## config.mk

```make
export PLATFORM = sky130hd
export DESIGN_NAME = cpsb_top
export DESIGN_NICKNAME = d
export VERILOG_FILES = /design/src/cpsb_pkg.sv /design/src/cpsb_sync.sv /design/src/cpsb_top.sv
export SDC_FILE = /design/constraint.sdc
export NUM_CORES = 1
export LEC_CHECK = 0
export ABC_AREA = 1
export BUFFER_PORTS_ARGS = -buffer_cell sky130_fd_sc_hd__buf_2
export CAP_MARGIN = 40
export CELL_PAD_IN_SITES_DETAIL_PLACEMENT = 0
export CELL_PAD_IN_SITES_GLOBAL_PLACEMENT = 1
export CORE_MARGIN = 2
export CORE_UTILIZATION = 30
export DETAILED_ROUTE_END_ITERATION = 6
export GPL_TIMING_DRIVEN = 0
export HOLD_SLACK_MARGIN = 0.05
export PLACE_DENSITY = 0.64
export SYNTH_ARGS = -nofsm -noshare
export SYNTH_HDL_FRONTEND = slang
export SYNTH_SLANG_ARGS = --single-unit
export TNS_END_PERCENT = 20
```

## constraint.sdc

```tcl
create_clock -name core_clk_i -period 3.75 [get_ports core_clk_i]
set_input_delay 1.125 -clock core_clk_i [delete_from_list [all_inputs] [get_ports core_clk_i]]
set_output_delay 1.125 -clock core_clk_i [all_outputs]
set_load 0.1 [all_outputs]
```

## src/cpsb_pkg.sv

```systemverilog
// Package for the control port and slave bus block.
// Assumes byte-wide registers on a plain strobe port.
package cpsb_pkg;
  localparam logic [7:0] ADDR_DATA_LATCH   = 8'h08;
  localparam logic [7:0] ADDR_CONTROL_PORT = 8'h09;
  localparam logic [7:0] ADDR_DATA_DIR     = 8'h88;
  localparam logic [7:0] ADDR_CTRL_DIR     = 8'h89;
  localparam logic [7:0] ADDR_ANALOG_CFG   = 8'h9F;
  localparam int         BIT_IN_FULL       = 7;
  localparam int         BIT_OUT_FULL      = 6;
  localparam int         BIT_OVERFLOW      = 5;
  localparam int         BIT_MODE          = 4;
  localparam logic [7:0] DATA_DIR_RST      = 8'hFF;
  localparam logic [2:0] CTRL_DIR_RST      = 3'h7;
  localparam logic [2:0] ANALOG_CFG_RST    = 3'h0;
  localparam logic [2:0] ANALOG_CFG_DIGITAL = 3'h7;
  localparam int         SYNC_STAGES       = 2;
endpackage : cpsb_pkg

```

## src/cpsb_sync.sv

```systemverilog
// Two-stage synchroniser for a group of asynchronous pins.
// Assumes the pins are levels held longer than two clock periods.
`timescale 1ns/1ps
module cpsb_sync #(
  parameter int W = 3,
  parameter logic [W-1:0] RST_VAL = '1
) (
  input  wire logic         core_clk_i,
  input  wire logic         arst_n_i,
  input  wire logic         en_i,
  input  wire logic [W-1:0] async_i,
  output logic      [W-1:0] sync_o
);
  logic [W-1:0] stage1_reg;
  always_ff @(posedge core_clk_i or negedge arst_n_i) begin
    if (!arst_n_i) begin
      stage1_reg <= RST_VAL;
      sync_o     <= RST_VAL;
    end else if (en_i) begin
      stage1_reg <= async_i;
      sync_o     <= stage1_reg;
    end
  end
endmodule : cpsb_sync

```

## src/cpsb_top.sv

```systemverilog
// Control port with parallel slave bus: registers, pins and flags.
// Assumes a CPU register port on core_clk_i and an external asynchronous master.
//
// Summary of operation
// - Three control pins, each separately set as input or output.
// - Slave-bus mode turns the control pins into read, write, select inputs.
// - A control pin configured analog reads back as zero.
// - Direction bits still drive pin direction while a pin is analog.
// - After power-on the control pins are analog and read zero.
// - Read strobe low with select low drives the data latch out.
// - Write strobe low with select low captures data pins into input latch.
// - Select is active low; unselected, both strobes are ignored.
// - Output-full flag set by CPU write, cleared when master reads.
// - Overflow set on write over unread byte; cleared by software zero.
// - Mode select bit: one slave bus, zero plain port; resets zero.
// - Low three direction bits: one input, zero output; reset to one.
// - Data pin direction register resets to all ones.
// - Write completion sets input-full and interrupt flag after synchroniser delay.
// - Input-full clears on a CPU read of the data latch, or whenever slave-bus mode is off.
// - Output-full clears when external read begins, stays clear until CPU write.
// - Outside slave-bus mode full flags are zero; overflow stays.
//
// Our own choice: strobed register access.
`timescale 1ns/1ps
module cpsb_top (
  input  wire logic       core_clk_i,
  input  wire logic       arst_n_i,
  input  wire logic       clk_en_i,
  input  wire logic [7:0] reg_addr_i,
  input  wire logic [7:0] reg_wdata_i,
  input  wire logic       reg_wr_i,
  input  wire logic       reg_rd_i,
  output logic      [7:0] reg_rdata_o,
  input  wire logic [7:0] data_pins_i,
  output logic      [7:0] data_pins_o,
  output logic      [7:0] data_pins_oe_n_o,
  input  wire logic [2:0] ctrl_pins_i,
  output logic      [2:0] ctrl_pins_o,
  output logic      [2:0] ctrl_pins_oe_n_o,
  output logic            slave_bus_irq_flag_o
);

  ////////////////////////////////////////////////////////////////////////////
  // Registers
  logic [7:0] out_latch_reg;
  logic [7:0] in_latch_reg;
  logic [7:0] data_dir_reg;
  logic [2:0] ctrl_dir_reg;
  logic [2:0] ctrl_out_reg;
  logic [2:0] analog_cfg_reg;
  logic       mode_reg;
  logic       in_full_reg;
  logic       out_full_reg;
  logic       overflow_reg;
  logic       irq_reg;
  logic [7:0] rdata_reg;
  logic       wr_active_reg;
  logic       rd_active_reg;
  logic [7:0] data_sync1_reg;
  logic [7:0] data_sync_reg;

  ////////////////////////////////////////////////////////////////////////////
  // Synchronised pins
  logic [2:0] ctrl_sync;
  cpsb_sync #(.W(3), .RST_VAL(3'h7)) u_ctrl_sync (
    .core_clk_i (core_clk_i),
    .arst_n_i   (arst_n_i),
    .en_i       (clk_en_i),
    .async_i    (ctrl_pins_i),
    .sync_o     (ctrl_sync)
  );

  always_ff @(posedge core_clk_i or negedge arst_n_i) begin
    if (!arst_n_i) begin
      data_sync1_reg <= 8'h00;
      data_sync_reg  <= 8'h00;
    end else if (clk_en_i) begin
      data_sync1_reg <= data_pins_i;
      data_sync_reg  <= data_sync1_reg;
    end
  end

  ////////////////////////////////////////////////////////////////////////////
  // Decode
  // One compare shared by every select so all registers decode alike
  function automatic logic addr_hit(input logic [7:0] addr, input logic [7:0] target);
    addr_hit = (addr == target);
  endfunction : addr_hit

  wire sel_data    = addr_hit(reg_addr_i, cpsb_pkg::ADDR_DATA_LATCH);
  wire sel_ctrl    = addr_hit(reg_addr_i, cpsb_pkg::ADDR_CONTROL_PORT);
  wire sel_ddir    = addr_hit(reg_addr_i, cpsb_pkg::ADDR_DATA_DIR);
  wire sel_cdir    = addr_hit(reg_addr_i, cpsb_pkg::ADDR_CTRL_DIR);
  wire sel_acfg    = addr_hit(reg_addr_i, cpsb_pkg::ADDR_ANALOG_CFG);
  wire wr_data     = reg_wr_i && sel_data;
  wire rd_data     = reg_rd_i && sel_data;
  wire wr_cdir     = reg_wr_i && sel_cdir;
  wire wr_ddir     = reg_wr_i && sel_ddir;
  wire wr_ctrl     = reg_wr_i && sel_ctrl;
  wire wr_acfg     = reg_wr_i && sel_acfg;

  // Pins count as digital only when analog config selects digital
  wire        pins_digital = (analog_cfg_reg == cpsb_pkg::ANALOG_CFG_DIGITAL);
  wire [2:0]  ctrl_read    = pins_digital ? ctrl_sync : 3'h0;

  wire rd_n_s  = ctrl_sync[0];
  wire wr_n_s  = ctrl_sync[1];
  wire cs_n_s  = ctrl_sync[2];
  wire bus_on  = mode_reg;
  wire wr_low  = bus_on && !cs_n_s && !wr_n_s;
  wire rd_low  = bus_on && !cs_n_s && !rd_n_s;
  // Raw pin read for drive: waiting for the synchroniser would clip the read window
  wire rd_drive = bus_on && !ctrl_pins_i[2] && !ctrl_pins_i[0];
  wire wr_done = wr_active_reg && !wr_low;
  wire rd_start = rd_low && !rd_active_reg;
  wire rd_done = rd_active_reg && !rd_low;

  ////////////////////////////////////////////////////////////////////////////
  // Slave bus transfer tracking
  always_ff @(posedge core_clk_i or negedge arst_n_i) begin
    if (!arst_n_i) begin
      wr_active_reg <= 1'b0;
      rd_active_reg <= 1'b0;
    end else if (clk_en_i) begin
      wr_active_reg <= wr_low;
      rd_active_reg <= rd_low;
    end
  end

  // Latch follows the pins for the whole strobe, so the last sample wins
  always_ff @(posedge core_clk_i or negedge arst_n_i) begin
    if (!arst_n_i) begin
      in_latch_reg <= 8'h00;
    end else if (clk_en_i && wr_low) begin
      in_latch_reg <= data_sync_reg;
    end
  end

  ////////////////////////////////////////////////////////////////////////////
  // Flags; set wins over the strobe clears in the same cycle, whether hardware or software sets; mode off clears the full flags over a set
  wire in_full_set  = wr_done;
  wire in_full_clr  = rd_data;
  wire out_full_set = wr_data;
  wire out_full_clr = rd_start;
  // A read landing with the completion consumes the old byte, so no overflow
  wire ovf_set      = wr_done && in_full_reg && !rd_data;
  wire ovf_clr      = wr_cdir && !reg_wdata_i[cpsb_pkg::BIT_OVERFLOW];

  logic in_full_next;
  logic out_full_next;
  logic overflow_next;

  always_comb begin
    in_full_next = in_full_reg;
    if (in_full_clr) begin
      in_full_next = 1'b0;
    end
    if (in_full_set) begin
      in_full_next = 1'b1;
    end
    if (!bus_on) begin
      in_full_next = 1'b0;
    end
  end

  always_comb begin
    out_full_next = out_full_reg;
    if (out_full_clr) begin
      out_full_next = 1'b0;
    end
    if (out_full_set) begin
      out_full_next = 1'b1;
    end
    if (!bus_on) begin
      out_full_next = 1'b0;
    end
  end

  // Mode is not looked at: overflow outlives slave-bus mode
  always_comb begin
    overflow_next = overflow_reg;
    if (ovf_clr) begin
      overflow_next = 1'b0;
    end
    if (ovf_set) begin
      overflow_next = 1'b1;
    end
  end

  always_ff @(posedge core_clk_i or negedge arst_n_i) begin
    if (!arst_n_i) begin
      in_full_reg <= 1'b0;
    end else if (clk_en_i) begin
      in_full_reg <= in_full_next;
    end
  end

  always_ff @(posedge core_clk_i or negedge arst_n_i) begin
    if (!arst_n_i) begin
      out_full_reg <= 1'b0;
    end else if (clk_en_i) begin
      out_full_reg <= out_full_next;
    end
  end

  always_ff @(posedge core_clk_i or negedge arst_n_i) begin
    if (!arst_n_i) begin
      overflow_reg <= 1'b0;
    end else if (clk_en_i) begin
      overflow_reg <= overflow_next;
    end
  end

  // One-cycle completion pulse; the interrupt controller latches it
  always_ff @(posedge core_clk_i or negedge arst_n_i) begin
    if (!arst_n_i) begin
      irq_reg <= 1'b0;
    end else if (clk_en_i) begin
      irq_reg <= wr_done || rd_done;
    end
  end

  ////////////////////////////////////////////////////////////////////////////
  // Software writable registers
  always_ff @(posedge core_clk_i or negedge arst_n_i) begin
    if (!arst_n_i) begin
      out_latch_reg <= 8'h00;
    end else if (clk_en_i && wr_data) begin
      out_latch_reg <= reg_wdata_i;
    end
  end

  always_ff @(posedge core_clk_i or negedge arst_n_i) begin
    if (!arst_n_i) begin
      data_dir_reg <= cpsb_pkg::DATA_DIR_RST;
    end else if (clk_en_i && wr_ddir) begin
      data_dir_reg <= reg_wdata_i;
    end
  end

  // Status bits 7 and 6 are hardware owned; bit 5 is handled with the flags
  always_ff @(posedge core_clk_i or negedge arst_n_i) begin
    if (!arst_n_i) begin
      ctrl_dir_reg <= cpsb_pkg::CTRL_DIR_RST;
      mode_reg     <= 1'b0;
    end else if (clk_en_i && wr_cdir) begin
      ctrl_dir_reg <= reg_wdata_i[2:0];
      mode_reg     <= reg_wdata_i[cpsb_pkg::BIT_MODE];
    end
  end

  always_ff @(posedge core_clk_i or negedge arst_n_i) begin
    if (!arst_n_i) begin
      ctrl_out_reg <= 3'h0;
    end else if (clk_en_i && wr_ctrl) begin
      ctrl_out_reg <= reg_wdata_i[2:0];
    end
  end

  always_ff @(posedge core_clk_i or negedge arst_n_i) begin
    if (!arst_n_i) begin
      analog_cfg_reg <= cpsb_pkg::ANALOG_CFG_RST;
    end else if (clk_en_i && wr_acfg) begin
      analog_cfg_reg <= reg_wdata_i[2:0];
    end
  end

  ////////////////////////////////////////////////////////////////////////////
  // Read back, one cycle after the strobe
  wire [7:0] ctrl_status = {in_full_reg, out_full_reg, overflow_reg, mode_reg, 1'b0, ctrl_dir_reg};
  wire [7:0] data_view   = bus_on ? in_latch_reg : data_sync_reg;
  wire [7:0] rd_mux =
    sel_data ? data_view :
    sel_ctrl ? {5'h00, ctrl_read} :
    sel_ddir ? data_dir_reg :
    sel_cdir ? ctrl_status :
    sel_acfg ? {5'h00, analog_cfg_reg} : 8'h00;

  always_ff @(posedge core_clk_i or negedge arst_n_i) begin
    if (!arst_n_i) begin
      rdata_reg <= 8'h00;
    end else if (clk_en_i) begin
      rdata_reg <= reg_rd_i ? rd_mux : 8'h00;
    end
  end

  ////////////////////////////////////////////////////////////////////////////
  // Pins
  assign reg_rdata_o          = rdata_reg;
  assign slave_bus_irq_flag_o = irq_reg;
  assign data_pins_o          = out_latch_reg;
  // Direction register is ignored in slave-bus mode
  assign data_pins_oe_n_o     = bus_on ? {8{!rd_drive}} : data_dir_reg;
  assign ctrl_pins_o          = ctrl_out_reg;
  // Direction bits govern even when analog; mode forces inputs
  assign ctrl_pins_oe_n_o     = bus_on ? 3'h7 : ctrl_dir_reg;

endmodule : cpsb_top

```

# After elaboration in Yosys (flattened, before gate mapping)
# Cells that the tools add are included.
# op_classes
eq_ne,8
muxes,18
reduce_logical,39
# ops
cell,count
two-way mux 8 bit,7
== test 8 bit (second input constant),3
logical AND 1 bit,23
== test 8 x 4 -> 1 bit (second input constant),2
zero test 1 bit,11
two-way mux 3 bit,3
two-way mux 1 bit,8
!= test 3 x 1 -> 1 bit (second input constant),2
AND reduction 2 bit,3
== test 3 bit (second input constant),1
nonzero test 2 bit,1
logical OR 1 bit,1
# word_totals
regBits,70
in_bits,32
out_inout_bits,31
wordCells,83

# Logic depth before layout (Yosys ltp)
# Gate-level depths: netlist (run 1).
# depth
ltp_word,9
depth_mapped,10

# Hierarchy
# Synthesis (run 1) repeated with hierarchy kept, for this count alone.
# hier_totals
cells_unflattened,409
area_unflattened_um2,3348.2
# by_module_without_submodules
module,n_inst,cells_each,area_each_um2,seq_area_each_um2
cpsb_top,1,384,3119.2,1615.3
cpsb_sync,1,25,229.0,157.7

# Worst setup path after synthesis (run 1)
# Ideal clock, no wire load.
# synth_timing
path_kind,register -> output
startpoint,register mode_reg (netlist: bus_on)
endpoint,output data_pins_oe_n_o[3]
arrival_ns,2.794
setup_slack_ns,-0.169
path_stages_with_launch,4
path_buffers,2
path_cell_list,dfrtp_1 > buf_4 > clkbuf_1 > o21ai_0
# synth_between
elab_chain_cells,4
# synth_lines
item,line_no,rtl
"start, declared",cpsb_top.sv:51,logic mode_reg;
"start signal, assigned",cpsb_top.sv:248,mode_reg <= reg_wdata_i[cpsb_pkg::BIT_MODE];
logical AND 1 bit (2 in series),cpsb_top.sv:113,wire rd_drive = bus_on && !ctrl_pins_i[2] && !ctrl_pins_i[0];
zero test 1 bit,cpsb_top.sv:293,assign data_pins_oe_n_o = bus_on ? {8{!rd_drive}} : data_dir_reg;
two-way mux 8 bit (*),cpsb_top.sv:293,
"end, declared",cpsb_top.sv:36,"output logic [7:0] data_pins_oe_n_o,"
# Mark *: on every way between the ends. The rest lies on a longest branch, timed or not.

# Final worst setup path (run 1)
# layout_timing
startpoint,input ctrl_pins_i[0]
endpoint,output data_pins_oe_n_o[6]
# layout_between
elab_chain_cells,4
# layout_lines
item,line_no,rtl
"start, declared",cpsb_top.sv:37,"input wire logic [2:0] ctrl_pins_i,"
zero test 1 bit,cpsb_top.sv:113,
logical AND 1 bit,cpsb_top.sv:113,
zero test 1 bit,cpsb_top.sv:293,
two-way mux 8 bit,cpsb_top.sv:293,
# Every way passes these cells.

==> results of run 1 <==
==> layout by cell type (no fill, tap or decap), drive strengths merged, types with 11 or more instances in the layout <==
cell type and count:
a21oi 11, buf 71, clkbuf 16, dfrtp 53
dfstp 17, inv 52, nand2 152, nand3 20
nor2 18, o21ai 62
==> logic make-up after synthesis <==
logic type,count (synthesis)
flops,70
simple gates,194
buf+inv,65
compound gates,78
==> cell type report <==
type                            count  area share (%)
Sequential cell                    70            41.8
Multi-Input combinational cell    272            32.0
Timing Repair Buffer               63            7.84
Clock buffer                       11            5.96
Inverter                           52            4.60
Tap cell                          140            4.13
Clock inverter                      5            1.92
Buffer                             13            1.74
==> through the flow <==
stage | instances | setup TNS, ns | worst slack (ns) | area, sq um
2_1_floorplan | 407 | -0.831 | -0.169 | 3400
3_3_place_gp | 609 | 0 | 0.313 | 3890
3_5_place_dp | 610 | 0 | 0.288 | 3910
4_1_cts | 626 | 0 | 0.288 | 4240
5_1_grt | 626 | 0 | 0.202 | 4240
6_report | 626 | 0 | 0.297 | 4240
==> critical path: stages <==
cell	delay, ns
buf_2	0.10
o21ai_1	0.52
o21ai_0	0.23
buf_2	0.35
==> report_power, final <==
group | internal, mW | leakage [nW] | total [mW] | switching [mW]
clock | 0.618 | 0.162 | 0.938 | 0.320
combinational | 0.0546 | 1.27 | 0.230 | 0.176
sequential | 0.803 | 0.874 | 0.824 | 0.0203
total | 1.48 | 2.31 | 1.99 | 0.516
==> cell usage after synthesis, types with 7 or more instances <==
master   instances
a21oi_1          9
dfrtp_1         53
dfstp_2         17
inv_1           43
inv_2            9
nand2_1        147
nand3_1         14
nor2_1           8
nor2_2           7
o21ai_0         29
o21ai_1         23
o21ai_2         10
==> worst min path at each step <==
stage	startpoint	end	slack, ns	cells after the start
5_1_grt	u_ctrl_sync.stage1_reg[2]	u_ctrl_sync.stage1_reg[2]	0.48	2
6_report	u_ctrl_sync.stage1_reg[2]	u_ctrl_sync.stage1_reg[2]	0.46	2
2_1_floorplan	data_sync1_reg[0]	data_sync1_reg[0]	0.44	2
3_3_place_gp	u_ctrl_sync.stage1_reg[2]	u_ctrl_sync.stage1_reg[2]	0.45	2
3_5_place_dp	data_pins_o[1]	data_pins_o[1]	0.45	2
4_1_cts	u_ctrl_sync.stage1_reg[2]	u_ctrl_sync.stage1_reg[2]	0.46	2
==> layer usage <==
metal  part of all wire, %  vias up  track usage, %
met2                    46       63            22.4
met3                   4.0        5            3.18
met5                     0        -               0
met4                   1.1        0            6.50
li1                      -     1435               -
met1                    49     1269            20.8
==> results.sh, run 1 <==
export IMPL_outcome="complete, no violations"
export IMPL_antenna_found_initial=0
export IMPL_grt_max_degree=41
export IMPL_finalWirelength_mm=8.51
export IMPL_fill_cells=1159
export IMPL_r2r_setup_slack_ns=2.29
export IMPL_cts_buffers=9
export IMPL_yosys_area_share_xor_xnor_pct=0
export IMPL_first_global_vias=2760
export IMPL_rr_endpoint="reg_rdata_o[6]"
export IMPL_drive_gt1_share_pct=30.2
export IMPL_hold_class="reg -> reg"
export IMPL_postCtsSetupBuffers=0
export IMPL_clock_skew_ns=0.00480
export IMPL_antenna_violating_nets_post_route=0
export IMPL_synth_top_cell_area_share_pct=39.0
export IMPL_layout_area_seq_sq_um=1770
export IMPL_critPathCapture="data_pins_oe_n_o[6]"
export IMPL_clock_tree_root_cell="clkbuf_16"
export IMPL_yosys_cell_types_count=28
export IMPL_avgSynthCellArea_sq_um=8.36
export IMPL_post_route_period_util_pct=92.1
export IMPL_r2r_start="bus_on"
export IMPL_cp_end_kind="output port"
export IMPL_rsz0062_at_grt="no"
export IMPL_die_x_microns=110
export IMPL_r2r_cells=7
export IMPL_synth_cells=407
export IMPL_synth_compound_area_share_pct=13.2
export IMPL_ys_flop_type="dfrtp_1"
export IMPL_synth_edf_count=0
export IMPL_grt_pass1_wl_mm=14.4
export IMPL_ys_seq_area_share_pct=52.1
export IMPL_drt_iter0_markers=160
export IMPL_finalSetupViolCount=0
export IMPL_gp_congestion=0.815
export IMPL_core_sq_um=10900
export IMPL_vias=2772
export IMPL_diodes=0
export IMPL_first_pass_iters=4
export IMPL_synth_simple_gate_area_share_pct=26.7
export IMPL_grt_total_usage_pct=15.0
export IMPL_synth_top_family_by_area="simple AND/OR/NAND/NOR gates"
export IMPL_fmax_mhz=290
export IMPL_cp_required_ns=2.62
export IMPL_port_buffers=62
export IMPL_cts_tree="built"
export IMPL_synth_fa_ha_area_share_pct=0
export IMPL_globalRoute_totalOverflow=0
export IMPL_routedWlPerCell_microns=13.6
export IMPL_drv_cap=0
export IMPL_powerDensity_nw_per_um2=470
export IMPL_postSynth_asyncResetShare_pct=100
export IMPL_h_tree_depth=3
export IMPL_worstPathArrival_ns=2.33
export IMPL_chipHeight_microns=110
export IMPL_die_area_sq_um=12200
export IMPL_cp_max_fo=8
export IMPL_finalPower_mw=1.99
export IMPL_vias_per_cell=4.43
export IMPL_yosysWarnings=0
export IMPL_synth_area_leader_cell="dfrtp_1"
export IMPL_crit_type="in -> out"
export IMPL_muxShareOfSynthArea_pct=0
export IMPL_cts_resized=0
export IMPL_maxSlewHeadroom_pct=56.5
export IMPL_syn_area_sq_um=3400
export IMPL_row_count=38
export IMPL_startpoint="ctrl_pins_i[0]"
export IMPL_drv_slew=0
export IMPL_hold_buffers=0
export IMPL_hold_slack_ns=0.464
export IMPL_clk_pin_slew_ns=0.05
export IMPL_clk_latency_ns=0.33
export IMPL_initial_core_util_pct=31.1
export IMPL_area_delta_synth_final_pct=24.8
export IMPL_start_kind="input port"
export IMPL_synth_seq_cells=70
export IMPL_yosys_top_cells_area="dfrtp_1, nand2_1, dfstp_2"
export IMPL_dp_hpwl_mm=6.42
export IMPL_vdd_drop_max_v=0.000262
export IMPL_clockBufferDepth=2
export IMPL_worst_pin_slew_ns=0.648
export IMPL_num_io_pins=63
export IMPL_layout_min_cycle_time_ns=3.45
export IMPL_drcViolationCount=0
export IMPL_total_leakage_power_nw=2.31
export IMPL_multiInputGateArea_sq_um=1360
export IMPL_hold_viol=0
export IMPL_cts_sinks=70
export IMPL_fin_util_pct=38.8
export IMPL_fin_nets=513
export IMPL_synth_fp_nets=439
No activity file was read; power rests on OpenSTA's default activity.
==> run 2, diff against run 1 <==
--- a/config.mk
+++ b/config.mk
@@ -11,11 +11,12 @@
 export CELL_PAD_IN_SITES_DETAIL_PLACEMENT = 0
 export CELL_PAD_IN_SITES_GLOBAL_PLACEMENT = 1
 export CORE_MARGIN = 2
-export CORE_UTILIZATION = 30
+export CORE_UTILIZATION = 44
 export DETAILED_ROUTE_END_ITERATION = 6
 export GPL_TIMING_DRIVEN = 0
 export HOLD_SLACK_MARGIN = 0.05
-export PLACE_DENSITY = 0.64
+export PLACE_DENSITY = 0.87
+export REMOVE_ABC_BUFFERS = 1
 export SYNTH_ARGS = -nofsm -noshare
 export SYNTH_HDL_FRONTEND = slang
 export SYNTH_SLANG_ARGS = --single-unit
==> results.sh, run 2 (synthesized netlist as in run 1, its figures left out) <==
export IMPL_clk_latency_ns=0.34
export IMPL_antenna_violating_nets_post_route=0
export IMPL_hold_viol=0
export IMPL_placedInstanceArea_sq_um=3790
export IMPL_h_tree_depth=3
export IMPL_finalWirelength_mm=7.24
export IMPL_port_buffers=62
export IMPL_crit_type="reg -> out"
export IMPL_vias=2710
export IMPL_hold_class="reg -> reg"
export IMPL_row_count=32
export IMPL_cts_resized=0
export IMPL_grt_max_degree=40
export IMPL_clock_skew_ns=0.00658
export IMPL_maxSlewHeadroom_pct=44.4
export IMPL_globalRoute_totalOverflow=0
export IMPL_cp_slowest_stage_delay_ns=0.89
export IMPL_area_delta_synth_final_pct=18.2
export IMPL_die_x_microns=91.9
export IMPL_drcViolationCount=0
export IMPL_r2r_setup_slack_ns=1.79
export IMPL_cp_max_fo=27
export IMPL_num_io_pins=63
export IMPL_outcome="complete, no violations"
export IMPL_drt_iter0_markers=142
export IMPL_clock_tree_root_cell="clkbuf_8"
export IMPL_die_area_sq_um=8450
export IMPL_worst_slack_ns=0.273
export IMPL_total_leakage_power_nw=2.23
export IMPL_grt_total_usage_pct=18.8
export IMPL_fill_cells=732
export IMPL_grt_pass1_wl_mm=12.3
export IMPL_clockBufferDepth=2
export IMPL_drv_slew=0
export IMPL_layout_common_cells="nand2_1, buf_2, dfrtp_1"
export IMPL_crit_slowest_cell="dfrtp_1"
export IMPL_worstPathCellList="o21ai_1 -> o21ai_0 -> buf_2"
export IMPL_finalSetupViolCount=0
export IMPL_drive_gt1_share_pct=29.6
export IMPL_initial_core_util_pct=44.7
export IMPL_cp_end_kind="output port"
export IMPL_final_common_cell="nand2_1"
export IMPL_first_global_vias=2650
export IMPL_worst_pin_slew_ns=0.834
export IMPL_final_area_sq_um=4020
export IMPL_cp_required_ns=2.62
export IMPL_post_route_period_util_pct=92.7
export IMPL_hold_buffers=0
export IMPL_fin_nets=500
export IMPL_dp_hpwl_mm=5.13
export IMPL_rsz0062_at_grt="no"
export IMPL_start_kind="flop"
export IMPL_routedWlPerCell_microns=12.6
export IMPL_layout_min_cycle_time_ns=3.48
export IMPL_diodes=0
export IMPL_cts_buffers=9
export IMPL_first_pass_iters=4
export IMPL_fmax_mhz=288
export IMPL_worstPathArrival_ns=2.35
export IMPL_clk_pin_slew_ns=0.07
export IMPL_multiInputGateArea_sq_um=1360
export IMPL_gp_congestion=0.786
export IMPL_powerDensity_nw_per_um2=435
export IMPL_postCtsSetupBuffers=0
export IMPL_cts_tree="built"
export IMPL_vias_per_cell=4.71
export IMPL_layout_area_seq_sq_um=1770
export IMPL_chipHeight_microns=91.9
export IMPL_post_place_ws_ns=0.428
export IMPL_cts_sinks=70
export IMPL_antenna_found_initial=0
export IMPL_vdd_drop_max_v=0.000221
export IMPL_core_sq_um=7610
export IMPL_drv_cap=0
run 2: critical path, delay by kind of cell, from the launching register on:
| family | cells | cell delay [ns] |
|---|---|---|
| DFF | 1 | 0.89 |
| buffers and inverters | 1 | 0.48 |
| AOI/OAI and AO/OA | 2 | 0.63 |
run 2: metrics by stage:
step                utilization, %  TNS [ns]  total power, mW  instances  hold slack (ns)
CTS                           52.9         0             1.77        575            0.464
finish                        52.9         0             1.75        575            0.463
global placement              49.5         0             1.05        558            0.451
floorplan                        -    -0.616            0.984        394            0.442
detailed placement            49.8         0             1.06        559            0.453
global route                  52.9         0             1.83        575            0.479
run 2: layer usage:
metal / global-route usage, % / share of wire, % / wire length (microns)
met2: 31.1 / 49 / 3530
met1: 23.5 / 45 / 3250
met4: 9.83 / 2.5 / 179
met3: 3.29 / 3.9 / 281
met5: 0 / 0 / 0
run 2: layout make-up:
type / count / share of cell area [%]
Tap cell: 102 / 3.17
Timing Repair Buffer: 63 / 8.28
Multi-Input combinational cell: 272 / 33.8
Inverter: 52 / 4.85
Clock inverter: 3 / 1.62
Clock buffer: 13 / 4.20
Sequential cell: 70 / 44.1
run 2: final timing paths:
| path | startpoint | to | cells past startpoint |
|---|---|---|---|
| worst max-delay path | bus_on | data_pins_oe_n_o[5] | 3 |
| worst min-delay path | u_ctrl_sync.stage1_reg[2] | u_ctrl_sync.stage1_reg[2] | 2 |
| worst max register to register | bus_on | in_latch_reg[1] | 5 |
| worst min register to register | u_ctrl_sync.stage1_reg[2] | u_ctrl_sync.stage1_reg[2] | 2 |
| max in group asynchronous | arst_n_i | u_ctrl_sync.stage1_reg[2] | 2 |
| min in group asynchronous | arst_n_i | data_sync1_reg[2] | 1 |
run 2: power by group:
group          leakage [nW]  switching [mW]  internal (mW)  total [mW]
Clock                 0.120           0.274          0.428       0.703
Sequential            0.874          0.0224          0.802       0.825
Combinational          1.23           0.168         0.0521       0.220
